**src/include/dram_ctl_pkg.sv**
```systemverilog
// package: shared constants and carrier structs for the 1k x 1 dynamic ram controller
package dram_ctl_pkg;

  // array geometry
  localparam int ROW_BITS  = 5;
  localparam int COL_BITS  = 5;
  localparam int ADDR_BITS = ROW_BITS + COL_BITS;
  localparam int NUM_ROWS  = 32;

  // clock and retention interval
  localparam int CLK_PERIOD_NS      = 20;
  localparam int RETENTION_STD_NS   = 2000000;  // 2 ms
  localparam int RETENTION_FAST_NS  = 1000000;  // 1 ms
  // cycles between row refreshes, rounded down so the whole sweep fits
  localparam int REFRESH_GAP_STD    = RETENTION_STD_NS / (CLK_PERIOD_NS * NUM_ROWS);
  localparam int REFRESH_GAP_FAST   = RETENTION_FAST_NS / (CLK_PERIOD_NS * NUM_ROWS);

  // strobe phase lengths in clock cycles
  localparam int ADDR_SETUP_CYC     = 1;   // address settles before strobes move
  localparam int PRE_LEAD_CYC       = 2;   // precharge low before chip select falls
  localparam int OVERLAP_CYC        = 3;   // precharge and chip select both low
  localparam int ACCESS_CYC         = 4;   // chip select low after precharge rises
  localparam int WRITE_CYC          = 3;   // read/write low in write portion
  localparam int RECOVER_CYC        = 2;   // all strobes idle between cycles
  localparam int CNT_W              = 4;

  // reset values of pins
  localparam logic PIN_CS_N_RST     = 1'b1;
  localparam logic PIN_PRE_RST      = 1'b1;
  localparam logic PIN_RW_RST       = 1'b1;

  // operation requested by the user
  typedef enum logic [1:0] {
    OP_READ,
    OP_WRITE,
    OP_RMW
  } op_e;

  // user request carrier
  typedef struct packed {
    op_e                    op;
    logic [ADDR_BITS-1:0]   addr;
    logic                   wdata;
  } req_s;

  // pins toward the memory
  typedef struct packed {
    logic [ADDR_BITS-1:0]   cell_address_bus;
    logic                   chip_sel_n;
    logic                   precharge_n;
    logic                   read_write;
    logic                   write_bit_in;
  } pins_s;

endpackage

```
**src/design/refresh_timer.sv**
```systemverilog
// row refresh pacer: row counter and interval timer for the controller
`timescale 1ns/1ps

module refresh_timer #(
  parameter int GAP_CYC = dram_ctl_pkg::REFRESH_GAP_STD
) (
  // clock and reset
  input  wire logic                              i_clk,
  input  wire logic                              i_reset,
  // handshake with the sequencer
  input  wire logic                              i_done,
  output logic                                   o_due,
  output logic [dram_ctl_pkg::ROW_BITS-1:0]      o_row
);

  logic [31:0]                         tick_ff;
  logic                                due_ff;
  logic [dram_ctl_pkg::ROW_BITS-1:0]   row_ff;
  wire                                 tick_end = (tick_ff == 32'(GAP_CYC - 1));

  // a due request persists until served; the timer keeps running so the
  // sweep period stays fixed even when normal traffic delays a refresh
  always_ff @(posedge i_clk or posedge i_reset) begin
    if (i_reset) begin
      tick_ff <= 32'h0;
      due_ff  <= 1'b0;
      row_ff  <= '0;
    end else begin
      tick_ff <= tick_end ? 32'h0 : tick_ff + 32'h1;
      due_ff  <= tick_end | (due_ff & ~i_done);  // set wins over clear
      if (i_done) begin
        row_ff <= row_ff + {{(dram_ctl_pkg::ROW_BITS-1){1'b0}}, 1'b1};
      end
    end
  end

  assign o_due = due_ff;
  assign o_row = row_ff;

endmodule

```
**src/design/dram_ctl.sv**
```systemverilog
// host-side sequencer driving a 1k x 1 dynamic ram through its strobe pins
`timescale 1ns/1ps
//
// Summary of operation
// - low five bits row, high five column
// - every row addressed within retention interval
// - address stable across strobe and data edges
// - chip select low through access
// - precharge low first, overlaps chip select
// - overlap length bounded min and max
// - read/write low writes, high reads
// - read sampled just before chip select rises
// - rmw sampled before read/write falls
//
////////////////////////////////////////////////////////////////////////////////

module dram_ctl #(
  parameter bit FAST_PART = 1'b0,
  parameter int GAP_CYC   = FAST_PART ? dram_ctl_pkg::REFRESH_GAP_FAST
                                      : dram_ctl_pkg::REFRESH_GAP_STD
) (
  // clock and reset
  input  wire logic                  I_REF_CLK,
  input  wire logic                  I_RESET,
  // user request
  input  wire logic                  I_REQ_VALID,
  input  wire dram_ctl_pkg::req_s    I_REQ,
  output logic                       O_REQ_READY,
  // user answer
  output logic                       O_RD_VALID,
  output logic                       O_RD_DATA,
  // memory pins
  output dram_ctl_pkg::pins_s        O_PINS,
  input  wire logic                  I_DATA_OUT_N
);

  // phase counter width kept as a local name so the size casts below stay plain
  localparam int CNT_W = dram_ctl_pkg::CNT_W;

  ////////////////////////////////////////////////////////////////////////////
  // state
  typedef enum logic [2:0] {
    ST_IDLE,
    ST_SETUP,
    ST_PRE,
    ST_OVERLAP,
    ST_ACCESS,
    ST_WRITE,
    ST_HOLD,
    ST_RECOVER
  } state_e;

  state_e                               state_ff, nxt_state;
  logic [dram_ctl_pkg::CNT_W-1:0]       cnt_ff,   nxt_cnt;
  dram_ctl_pkg::pins_s                  pins_ff,  nxt_pins;
  dram_ctl_pkg::op_e                    op_ff,    nxt_op;
  logic                                 refr_ff,  nxt_refr;
  logic                                 rdv_ff,   nxt_rdv;
  logic                                 rdd_ff,   nxt_rdd;

  logic                                 ref_due;
  logic [dram_ctl_pkg::ROW_BITS-1:0]    ref_row;
  logic                                 ref_done;

  ////////////////////////////////////////////////////////////////////////////
  // refresh pacing
  refresh_timer #(
    .GAP_CYC (GAP_CYC)
  ) u_refresh (
    .i_clk   (I_REF_CLK),
    .i_reset (I_RESET),
    .i_done  (ref_done),
    .o_due   (ref_due),
    .o_row   (ref_row)
  );

  // decode of phase ends and selection of the next access
  wire cnt_zero   = (cnt_ff == '0);
  wire idle       = (state_ff == ST_IDLE);
  wire take_ref   = idle & ref_due;  // refresh has priority
  wire take_user  = idle & ~ref_due & I_REQ_VALID;
  wire is_wr      = (op_ff != dram_ctl_pkg::OP_READ);
  // refresh row in the low five bits with column zero
  wire [dram_ctl_pkg::ADDR_BITS-1:0] ref_addr =
    {{dram_ctl_pkg::COL_BITS{1'b0}}, ref_row};

  assign ref_done    = (state_ff == ST_RECOVER) & cnt_zero & refr_ff;
  assign O_REQ_READY = idle & ~ref_due;

  ////////////////////////////////////////////////////////////////////////////
  // sequencer next state
  always_comb begin
    nxt_state = state_ff;
    nxt_cnt   = cnt_zero ? '0 : cnt_ff - CNT_W'(1);
    nxt_pins  = pins_ff;
    nxt_op    = op_ff;
    nxt_refr  = refr_ff;
    nxt_rdv   = 1'b0;
    nxt_rdd   = rdd_ff;
    unique case (state_ff)
      ST_IDLE: begin
        if (take_ref) begin
          // a refresh is a plain read of the row, nothing written back
          nxt_pins.cell_address_bus = ref_addr;
          nxt_op    = dram_ctl_pkg::OP_READ;
          nxt_refr  = 1'b1;
          nxt_state = ST_SETUP;
          nxt_cnt   = CNT_W'(dram_ctl_pkg::ADDR_SETUP_CYC - 1);
        end else if (take_user) begin
          nxt_pins.cell_address_bus = I_REQ.addr;
          nxt_pins.write_bit_in     = I_REQ.wdata;
          nxt_op    = I_REQ.op;
          nxt_refr  = 1'b0;
          nxt_state = ST_SETUP;
          nxt_cnt   = CNT_W'(dram_ctl_pkg::ADDR_SETUP_CYC - 1);
        end
      end
      ST_SETUP: begin
        if (cnt_zero) begin
          nxt_pins.precharge_n = 1'b0;  // precharge opens the cycle
          nxt_state = ST_PRE;
          nxt_cnt   = CNT_W'(dram_ctl_pkg::PRE_LEAD_CYC - 1);
        end
      end
      ST_PRE: begin
        if (cnt_zero) begin
          nxt_pins.chip_sel_n = 1'b0;
          nxt_state = ST_OVERLAP;
          nxt_cnt   = CNT_W'(dram_ctl_pkg::OVERLAP_CYC - 1);
        end
      end
      ST_OVERLAP: begin
        // fixed count keeps overlap inside its window
        if (cnt_zero) begin
          nxt_pins.precharge_n = 1'b1;
          nxt_state = ST_ACCESS;
          nxt_cnt   = CNT_W'(dram_ctl_pkg::ACCESS_CYC - 1);
        end
      end
      ST_ACCESS: begin
        if (cnt_zero) begin
          // device output is the complement of the stored bit
          nxt_rdd = ~I_DATA_OUT_N;
          nxt_rdv = ~refr_ff & (op_ff != dram_ctl_pkg::OP_WRITE);
          if (is_wr) begin
            // sampled before read/write falls
            nxt_pins.read_write = 1'b0;  // low means write
            nxt_state = ST_WRITE;
            nxt_cnt   = CNT_W'(dram_ctl_pkg::WRITE_CYC - 1);
          end else begin
            // sampled on the last cycle before chip select rises
            nxt_pins.chip_sel_n = 1'b1;
            nxt_state = ST_RECOVER;
            nxt_cnt   = CNT_W'(dram_ctl_pkg::RECOVER_CYC - 1);
          end
        end
      end
      ST_WRITE: begin
        // data-in held steady while the cell takes it
        if (cnt_zero) begin
          nxt_pins.read_write = 1'b1;
          nxt_state = ST_HOLD;
        end
      end
      ST_HOLD: begin
        // read/write rises one cycle before chip select so edges never coincide
        nxt_pins.chip_sel_n = 1'b1;
        nxt_state = ST_RECOVER;
        nxt_cnt   = CNT_W'(dram_ctl_pkg::RECOVER_CYC - 1);
      end
      ST_RECOVER: begin
        // address holds here; it only changes in ST_IDLE, after every strobe is idle
        if (cnt_zero) begin
          nxt_state = ST_IDLE;
        end
      end
    endcase
  end

  ////////////////////////////////////////////////////////////////////////////
  // registers
  always_ff @(posedge I_REF_CLK or posedge I_RESET) begin
    if (I_RESET) begin
      state_ff <= ST_IDLE;
      cnt_ff   <= '0;
      pins_ff  <= '{cell_address_bus: '0,
                     chip_sel_n:       dram_ctl_pkg::PIN_CS_N_RST,
                     precharge_n:      dram_ctl_pkg::PIN_PRE_RST,
                     read_write:       dram_ctl_pkg::PIN_RW_RST,
                     write_bit_in:     1'b0};
      op_ff    <= dram_ctl_pkg::OP_READ;
      refr_ff  <= 1'b0;
      rdv_ff   <= 1'b0;
      rdd_ff   <= 1'b0;
    end else begin
      state_ff <= nxt_state;
      cnt_ff   <= nxt_cnt;
      pins_ff  <= nxt_pins;
      op_ff    <= nxt_op;
      refr_ff  <= nxt_refr;
      rdv_ff   <= nxt_rdv;
      rdd_ff   <= nxt_rdd;
    end
  end

  // outputs; data out is only trusted while our chip select is low
  assign O_PINS      = pins_ff;
  assign O_RD_VALID  = rdv_ff;
  assign O_RD_DATA   = rdd_ff;

endmodule

```
**config.mk**
```make
export PLATFORM = sky130hd
export DESIGN_NAME = dram_ctl
export DESIGN_NICKNAME = d
export VERILOG_FILES = /design/src/include/dram_ctl_pkg.sv /design/src/design/refresh_timer.sv /design/src/design/dram_ctl.sv
export SDC_FILE = /design/constraint.sdc
export NUM_CORES = 1
export LEC_CHECK = 0
export BUFFER_PORTS_ARGS = -buffer_cell sky130_fd_sc_hd__buf_2
export CAP_MARGIN = 20
export CORE_ASPECT_RATIO = 1.75
export CORE_UTILIZATION = 50
export DETAILED_ROUTE_END_ITERATION = 16
export GPL_TIMING_DRIVEN = 0
export PLACE_DENSITY_LB_ADDON = 0.15
export SLEW_MARGIN = 20
export SYNTH_ARGS = -nofsm -noshare
export SYNTH_HDL_FRONTEND = slang
export SYNTH_SLANG_ARGS = --single-unit
```
**constraint.sdc**
```tcl
create_clock -name I_REF_CLK -period 1.95 [get_ports I_REF_CLK]
set_clock_uncertainty 0.1 [all_clocks]
set_input_delay 0 -clock I_REF_CLK [delete_from_list [all_inputs] [get_ports I_REF_CLK]]
set_output_delay 0 -clock I_REF_CLK [all_outputs]
set_load 0.03 [all_outputs]
```
==> results of run 1 <==
-- synthesized netlist by cell type (2+ instances only) --
library cell / number
and4_1: 3
xnor2_1: 30
nand2_1: 18
dfstp_2: 3
o211ai_1: 2
nand3_1: 17
nor4_2: 2
clkbuf_1: 8
a22oi_1: 5
nor4_1: 5
a21oi_1: 4
a31oi_1: 10
a22o_1: 2
nor3_1: 8
nor2b_1: 11
mux2_2: 3
o21ai_0: 16
dfrtp_1: 61
nand4_1: 13
inv_1: 12
xor2_1: 8
and3_1: 4
ha_1: 5
nor2_1: 22
a21o_1: 3
-- per-stage QoR --
step / util (%) / cell area, µm² / instances
after CTS: 64.6 / 3800 / 445
after detailed placement: 57.4 / 3380 / 406
after global routing: 65.8 / 3870 / 448
after floorplan: - / 3080 / 294
final: 65.8 / 3870 / 448
after global placement: 56.9 / 3350 / 405
-- what timing repair did --
action | CTS | global route
endpoints found under the hold margin | 75 | 0
resized for setup | 8 | 11
hold buffers | 15 | 0
setup buffers | 10 | 4
endpoints found under the setup margin | 36 | 26
pin swaps | 4 | 4
-- layout make-up --
type                       count  area [µm²]
clock inverter                 1        5.00
multi-input combinational    208        1450
fill                         506        2010
tap                           78        97.6
sequential                    64        1610
timing repair buffer          63         463
inverter                      12        47.5
clock buffer                  15         166
buffer                         7        32.5
-- registers in the layout, summed over array words and instances, names as in the netlist --
name               cells
O_PINS                14
O_RD_DATA              1
O_RD_VALID             1
cnt_ff                 4
op_ff                  2
refr_ff                1
state_ff               3
u_refresh.o_due        1
u_refresh.o_row        5
u_refresh.tick_ff     32
-- metal layers --
metal	wire [µm]	up-vias
li1	-	1180
met1	2710	1214
met2	3660	39
met3	204	9
met4	155	0
met5	0	-
-- kinds of logic after synthesis --
kind of cell	Yosys count	share of synthesized area, %
compound gates	47	9.69
xor+xnor	38	10.8
fa+ha+maj	5	2.04
buf+inv	22	2.73
flops	64	52.3
mux	4	1.43
simple gates	114	21.0
-- critical path, delay by kind of cell (launching register included) --
family / cells / cell delay (ns)
flops: 1 / 0.38
simple gates: 3 / 1.14
compound gates: 1 / 0.10
buf+inv: 1 / 0.15
-- path summary, 6_finish.rpt --
| check | slack, ns | end | start | depth (start not counted) |
|---|---|---|---|---|
| max | 0.02 | u_refresh.o_due | u_refresh.tick_ff[20] | 5 |
| min | 0.03 | cnt_ff[1] | I_REQ_VALID | 4 |
| max reg2reg | 0.02 | u_refresh.o_due | u_refresh.tick_ff[20] | 5 |
| min reg2reg | 0.37 | u_refresh.o_row[4] | u_refresh.o_row[4] | 1 |
| max in group asynchronous | 1.14 | O_PINS[3] | I_RESET | 4 |
| min in group asynchronous | 0.05 | u_refresh.tick_ff[11] | I_RESET | 3 |
-- power breakdown --
part,internal [µW],switching [µW]
Sequential,1580,202
Clock,531,475
Combinational,632,913
-- cells in the final DEF, fill, tap and decap left out, types with 11 or more instances in the layout --
| cell type | Yosys | final |
|---|---|---|
| buf_2 | 1 | 32 |
| buf_4 | 0 | 13 |
| clkbuf_8 | 0 | 11 |
| dfrtp_1 | 61 | 61 |
| dlygate4sd3_1 | 0 | 15 |
| nand2_1 | 18 | 18 |
| nand3_1 | 17 | 17 |
| nand4_1 | 13 | 13 |
| nor2_1 | 22 | 22 |
| nor2b_1 | 11 | 11 |
| o21ai_0 | 16 | 16 |
| xnor2_1 | 30 | 30 |
==> results.yml, run 1 <==
logic_synthesis:
  yosys_warnings: 0
  synth_cell_type_count: 44
  synth-seq-cells: 64
  synth_area_leader_cell: "dfrtp_1"
  syn_inst: 294
  synth_edf_count: 0
  syn-num-nets: 316
  syn_area_per_cell_um2: 10.4
  syn_area_um2: 3070
  seq_area_frac_synth_pct: 52.3
  synthArstFlopShare_pct: 100
  synth_top_area_share_pct: 49.7
  ys.flop_type: "dfrtp_1"
  synthTopCellsByArea: "dfrtp_1 50%, xnor2_1 8.6%, nand3_1 2.8%"
worst_setup_path:
  end_kind: "register"
  slowest_stage: "or4_4"
  cp-start-kind: "register"
  cpPeakStageDelay_ns: 0.53
  path_class: "reg2reg"
  crit_chain: "or4_4, or4_4, nor3_4, buf_12, o21bai_1"
  cpMostUsedCell: "or4_4"
  required_ns: 2.12
  cp.arrival_ns: 2.10
  critPathMaxFanout: 9
timing:
  hold_violations: 0
  hold_slack_ns: 0.0312
  setup_viol: 0
  maxSlewHeadroom_pct: 68.8
  post-route-min-period_ns: 1.93
  setup_tns_ns: 0
  slew_violations: 0
  rsz0062_at_grt: "yes"
  worst_pin_slew_ns: 0.468
  max_freq_mhz: 519
  setup_ws_ns: 0.0244
  post-route-period-util_pct: 98.7
die:
  core_area_um2: 5880
  die_x_um: 61.3
  die_h_um: 106
  io_pins: 34
  initial_core_util_pct: 52.2
  rows: 37
  dieArea_um2: 6470
global_routing:
  grtUsageMet2_pct: 39.8
  track_usage_pct: 23.8
  grt_use_met3_pct: 5.64
  top_usage_layer: "met2"
  grt_max_degree: 47
  grt_antenna_before_repair: 0
  use_met1_pct: 27.2
  grt-ovfl-total: 0
  grt_pass1_wl_um: 11400
  grt_pass1_vias: 2517
route:
  dr_total_vias: 2442
  drt_iter0_drc: 165
  detail_route.wl_per_cell_um: 15.0
  vias_per_cell: 5.45
  ant_nets: 0
  drt_first_pass_iters: 4
  drc: 0
  drt_wl_total_um: 6730
layout:
  area_delta_synth_final_pct: 26.0
  final_nets: 387
  diodes: 0
  drive_gt1_share_pct: 23.2
cts:
  cts-root-buf: "clkbuf_8"
  clockBufferDepth: 2
  cts_buffers: 9
  htreeDepth: 3
  clk-insertion-delay-late_ns: 0.34
  clock_sinks: 64
  clk_pin_slew_ns: 0.07
  tritoncts: "done"
pwr:
  ir_worst_vdd_mv: 0.460
  leakage_uw: 0.00172
  power_uw: 4330
  p_per_area_nw_per_um2: 1120
min_path:
  hold_path.class: "in2reg"
placement:
  dp_hpwl_um: 4340
  portBuffers: 33
  dp_slack_ns: -0.338
  gp_congestion: 0.835
status:
  status: "finished, final reports clean"
run:
  max_cap_violations: 0
No activity file was read; power rests on OpenSTA's default activity.
==> run 2: changes to the inputs <==
==> constraint.sdc (replaced) <==
create_clock -name I_REF_CLK -period 1.95 [get_ports I_REF_CLK]
set_clock_uncertainty 0.1 [all_clocks]
set_input_delay 0.0975 -clock I_REF_CLK [delete_from_list [all_inputs] [get_ports I_REF_CLK]]
set_output_delay 0.0975 -clock I_REF_CLK [all_outputs]
set_load 0.03 [all_outputs]
==> run 2 against run 1 <==
  * Combinational power grew 5%
  * Total power grew 0.79%
  * Critical path type unchanged
  * Worst hold slack gained 0.091 ns
  * Non-clock buffer count grew 2
  * Largest power group unchanged
  * Utilization grew 0.19 points
==> results.yml, run 2 (same netlist as run 1, synthesis figures left out) <==
status:
  status: "finished, final reports clean"
cts:
  clock_sinks: 64
  clk-insertion-delay-late_ns: 0.34
  clk_pin_slew_ns: 0.07
  clockBufferDepth: 2
  cts_buffers: 9
  htreeDepth: 3
  tritoncts: "done"
  cts-root-buf: "clkbuf_8"
layout:
  final_common_cell: "dfrtp_1"
  largest_register: "u_refresh.tick_ff"
  area_delta_synth_final_pct: 26.4
  largest_reg_flops: 32
  final_nets: 389
  mostFrequentLayoutCells: "59 x dfrtp_1, 32 x buf_2, 30 x xnor2_1"
  fin_util_pct: 66.0
  drive_gt1_share_pct: 23.7
  diodes: 0
worst_setup_path:
  path_class: "reg2reg"
  cpPeakStageDelay_ns: 0.53
  critPathTopFamily: "simple AND/OR/NAND/NOR gates"
  crit_chain: "or4_4, or4_4, nor3_4, buf_12, nor2_1"
  cp.arrival_ns: 2.05
  slowest_stage: "or4_4"
  crit_buf_inv: 1
  critPathMaxFanout: 9
  cp-start-kind: "register"
  required_ns: 2.08
  cpMostUsedCell: "or4_4"
  end_kind: "register"
timing:
  rsz0062_at_grt: "yes"
  setup_ws_ns: 0.0281
  slew_violations: 0
  max_freq_mhz: 520
  setup_viol: 0
  post-route-period-util_pct: 98.6
  maxSlewHeadroom_pct: 66.4
  worst_pin_slew_ns: 0.499
  post-route-min-period_ns: 1.92
  hold_violations: 0
route:
  ant_nets: 0
  detail_route.wl_per_cell_um: 15.0
  vias_per_cell: 5.39
  drc: 0
  dr_total_vias: 2427
  drt_iter0_drc: 153
  drt_first_pass_iters: 4
  drt_wl_total_um: 6740
die:
  core_area_um2: 5880
  dieArea_um2: 6470
  die_h_um: 106
  initial_core_util_pct: 52.2
  die_x_um: 61.3
  rows: 37
  io_pins: 34
global_routing:
  track_usage_pct: 23.8
  grt_pass1_wl_um: 11300
  top_usage_layer: "met2"
  grt_max_degree: 47
  grt_pass1_vias: 2511
  grt_antenna_before_repair: 0
  grt-ovfl-total: 0
  use_met1_pct: 27.2
  grtUsageMet2_pct: 39.6
  grt_use_met3_pct: 5.64
placement:
  portBuffers: 33
  dp_slack_ns: -0.338
  dp_hpwl_um: 4340
  gp_congestion: 0.835
pwr:
  p_per_area_nw_per_um2: 1120
  leakage_uw: 0.00172
  ir_worst_vdd_mv: 0.473
min_path:
  hold_path.class: "in2reg"
run:
  max_cap_violations: 0
-- run 2: tightest hold or removal path, stage by stage --
cell,delay [ns]
buf_2,0.16
nor2b_1,0.06
a31oi_1,0.12
o21ai_0,0.08
-- run 2: repair_timing --
item                                    CTS  global route
pin swaps                                 4             4
hold buffers                             15             0
endpoints found under the setup margin   36            20
resized for setup                         9             9
setup buffers                            10             6
hold endpoints to repair                 75             0
-- run 2: metrics by stage --
step / area [µm²] / setup TNS, ns / hold WS, ns / total power (µW) / std cells
global placement: 3350 / -44.06 / 0.181 / 3170 / 405
detailed placement: 3380 / -6.65 / -0.0384 / 3210 / 406
global route: 3880 / -0.338 / 0.149 / 4630 / 450
CTS: 3800 / -0.0292 / 0.106 / 4260 / 444
finish: 3880 / 0 / 0.122 / 4370 / 450
floorplan: 3080 / 0 / 0.0903 / 2840 / 294
-- run 2: power by group --
group	leakage [µW]	switching (µW)	total [µW]	internal, µW
Combinational	0.000832	953	1610	654
Clock	0.0000877	478	1010	531
Sequential	0.000800	166	1750	1580
-- run 2: final timing paths --
path                                  startpoint               endpoint  slack (ns)  depth (start not counted)
max in group asynchronous                I_RESET              O_PINS[3]        1.04                          4
max                        u_refresh.tick_ff[20]   u_refresh.tick_ff[4]        0.03                          5
min in group asynchronous                I_RESET  u_refresh.tick_ff[12]        0.15                          3
max reg2reg                u_refresh.tick_ff[20]   u_refresh.tick_ff[4]        0.03                          5
min reg2reg                   u_refresh.o_row[4]     u_refresh.o_row[4]        0.37                          1
min                                  I_REQ_VALID             O_PINS[11]        0.12                          4
-- run 2: cell type report --
class	count	area, µm²
multi-input combinational	208	1450
sequential	64	1610
timing repair buffer	65	478
tap	78	97.6
fill	504	2000
clock buffer	15	166
clock inverter	1	5.00
buffer	7	31.3
inverter	12	47.5
-- run 2: routing by layer --
layer	vias up	part of all wire [%]
met3	9	2.9
li1	1187	-
met4	0	2.3
met5	-	0
met1	1196	40
met2	35	54
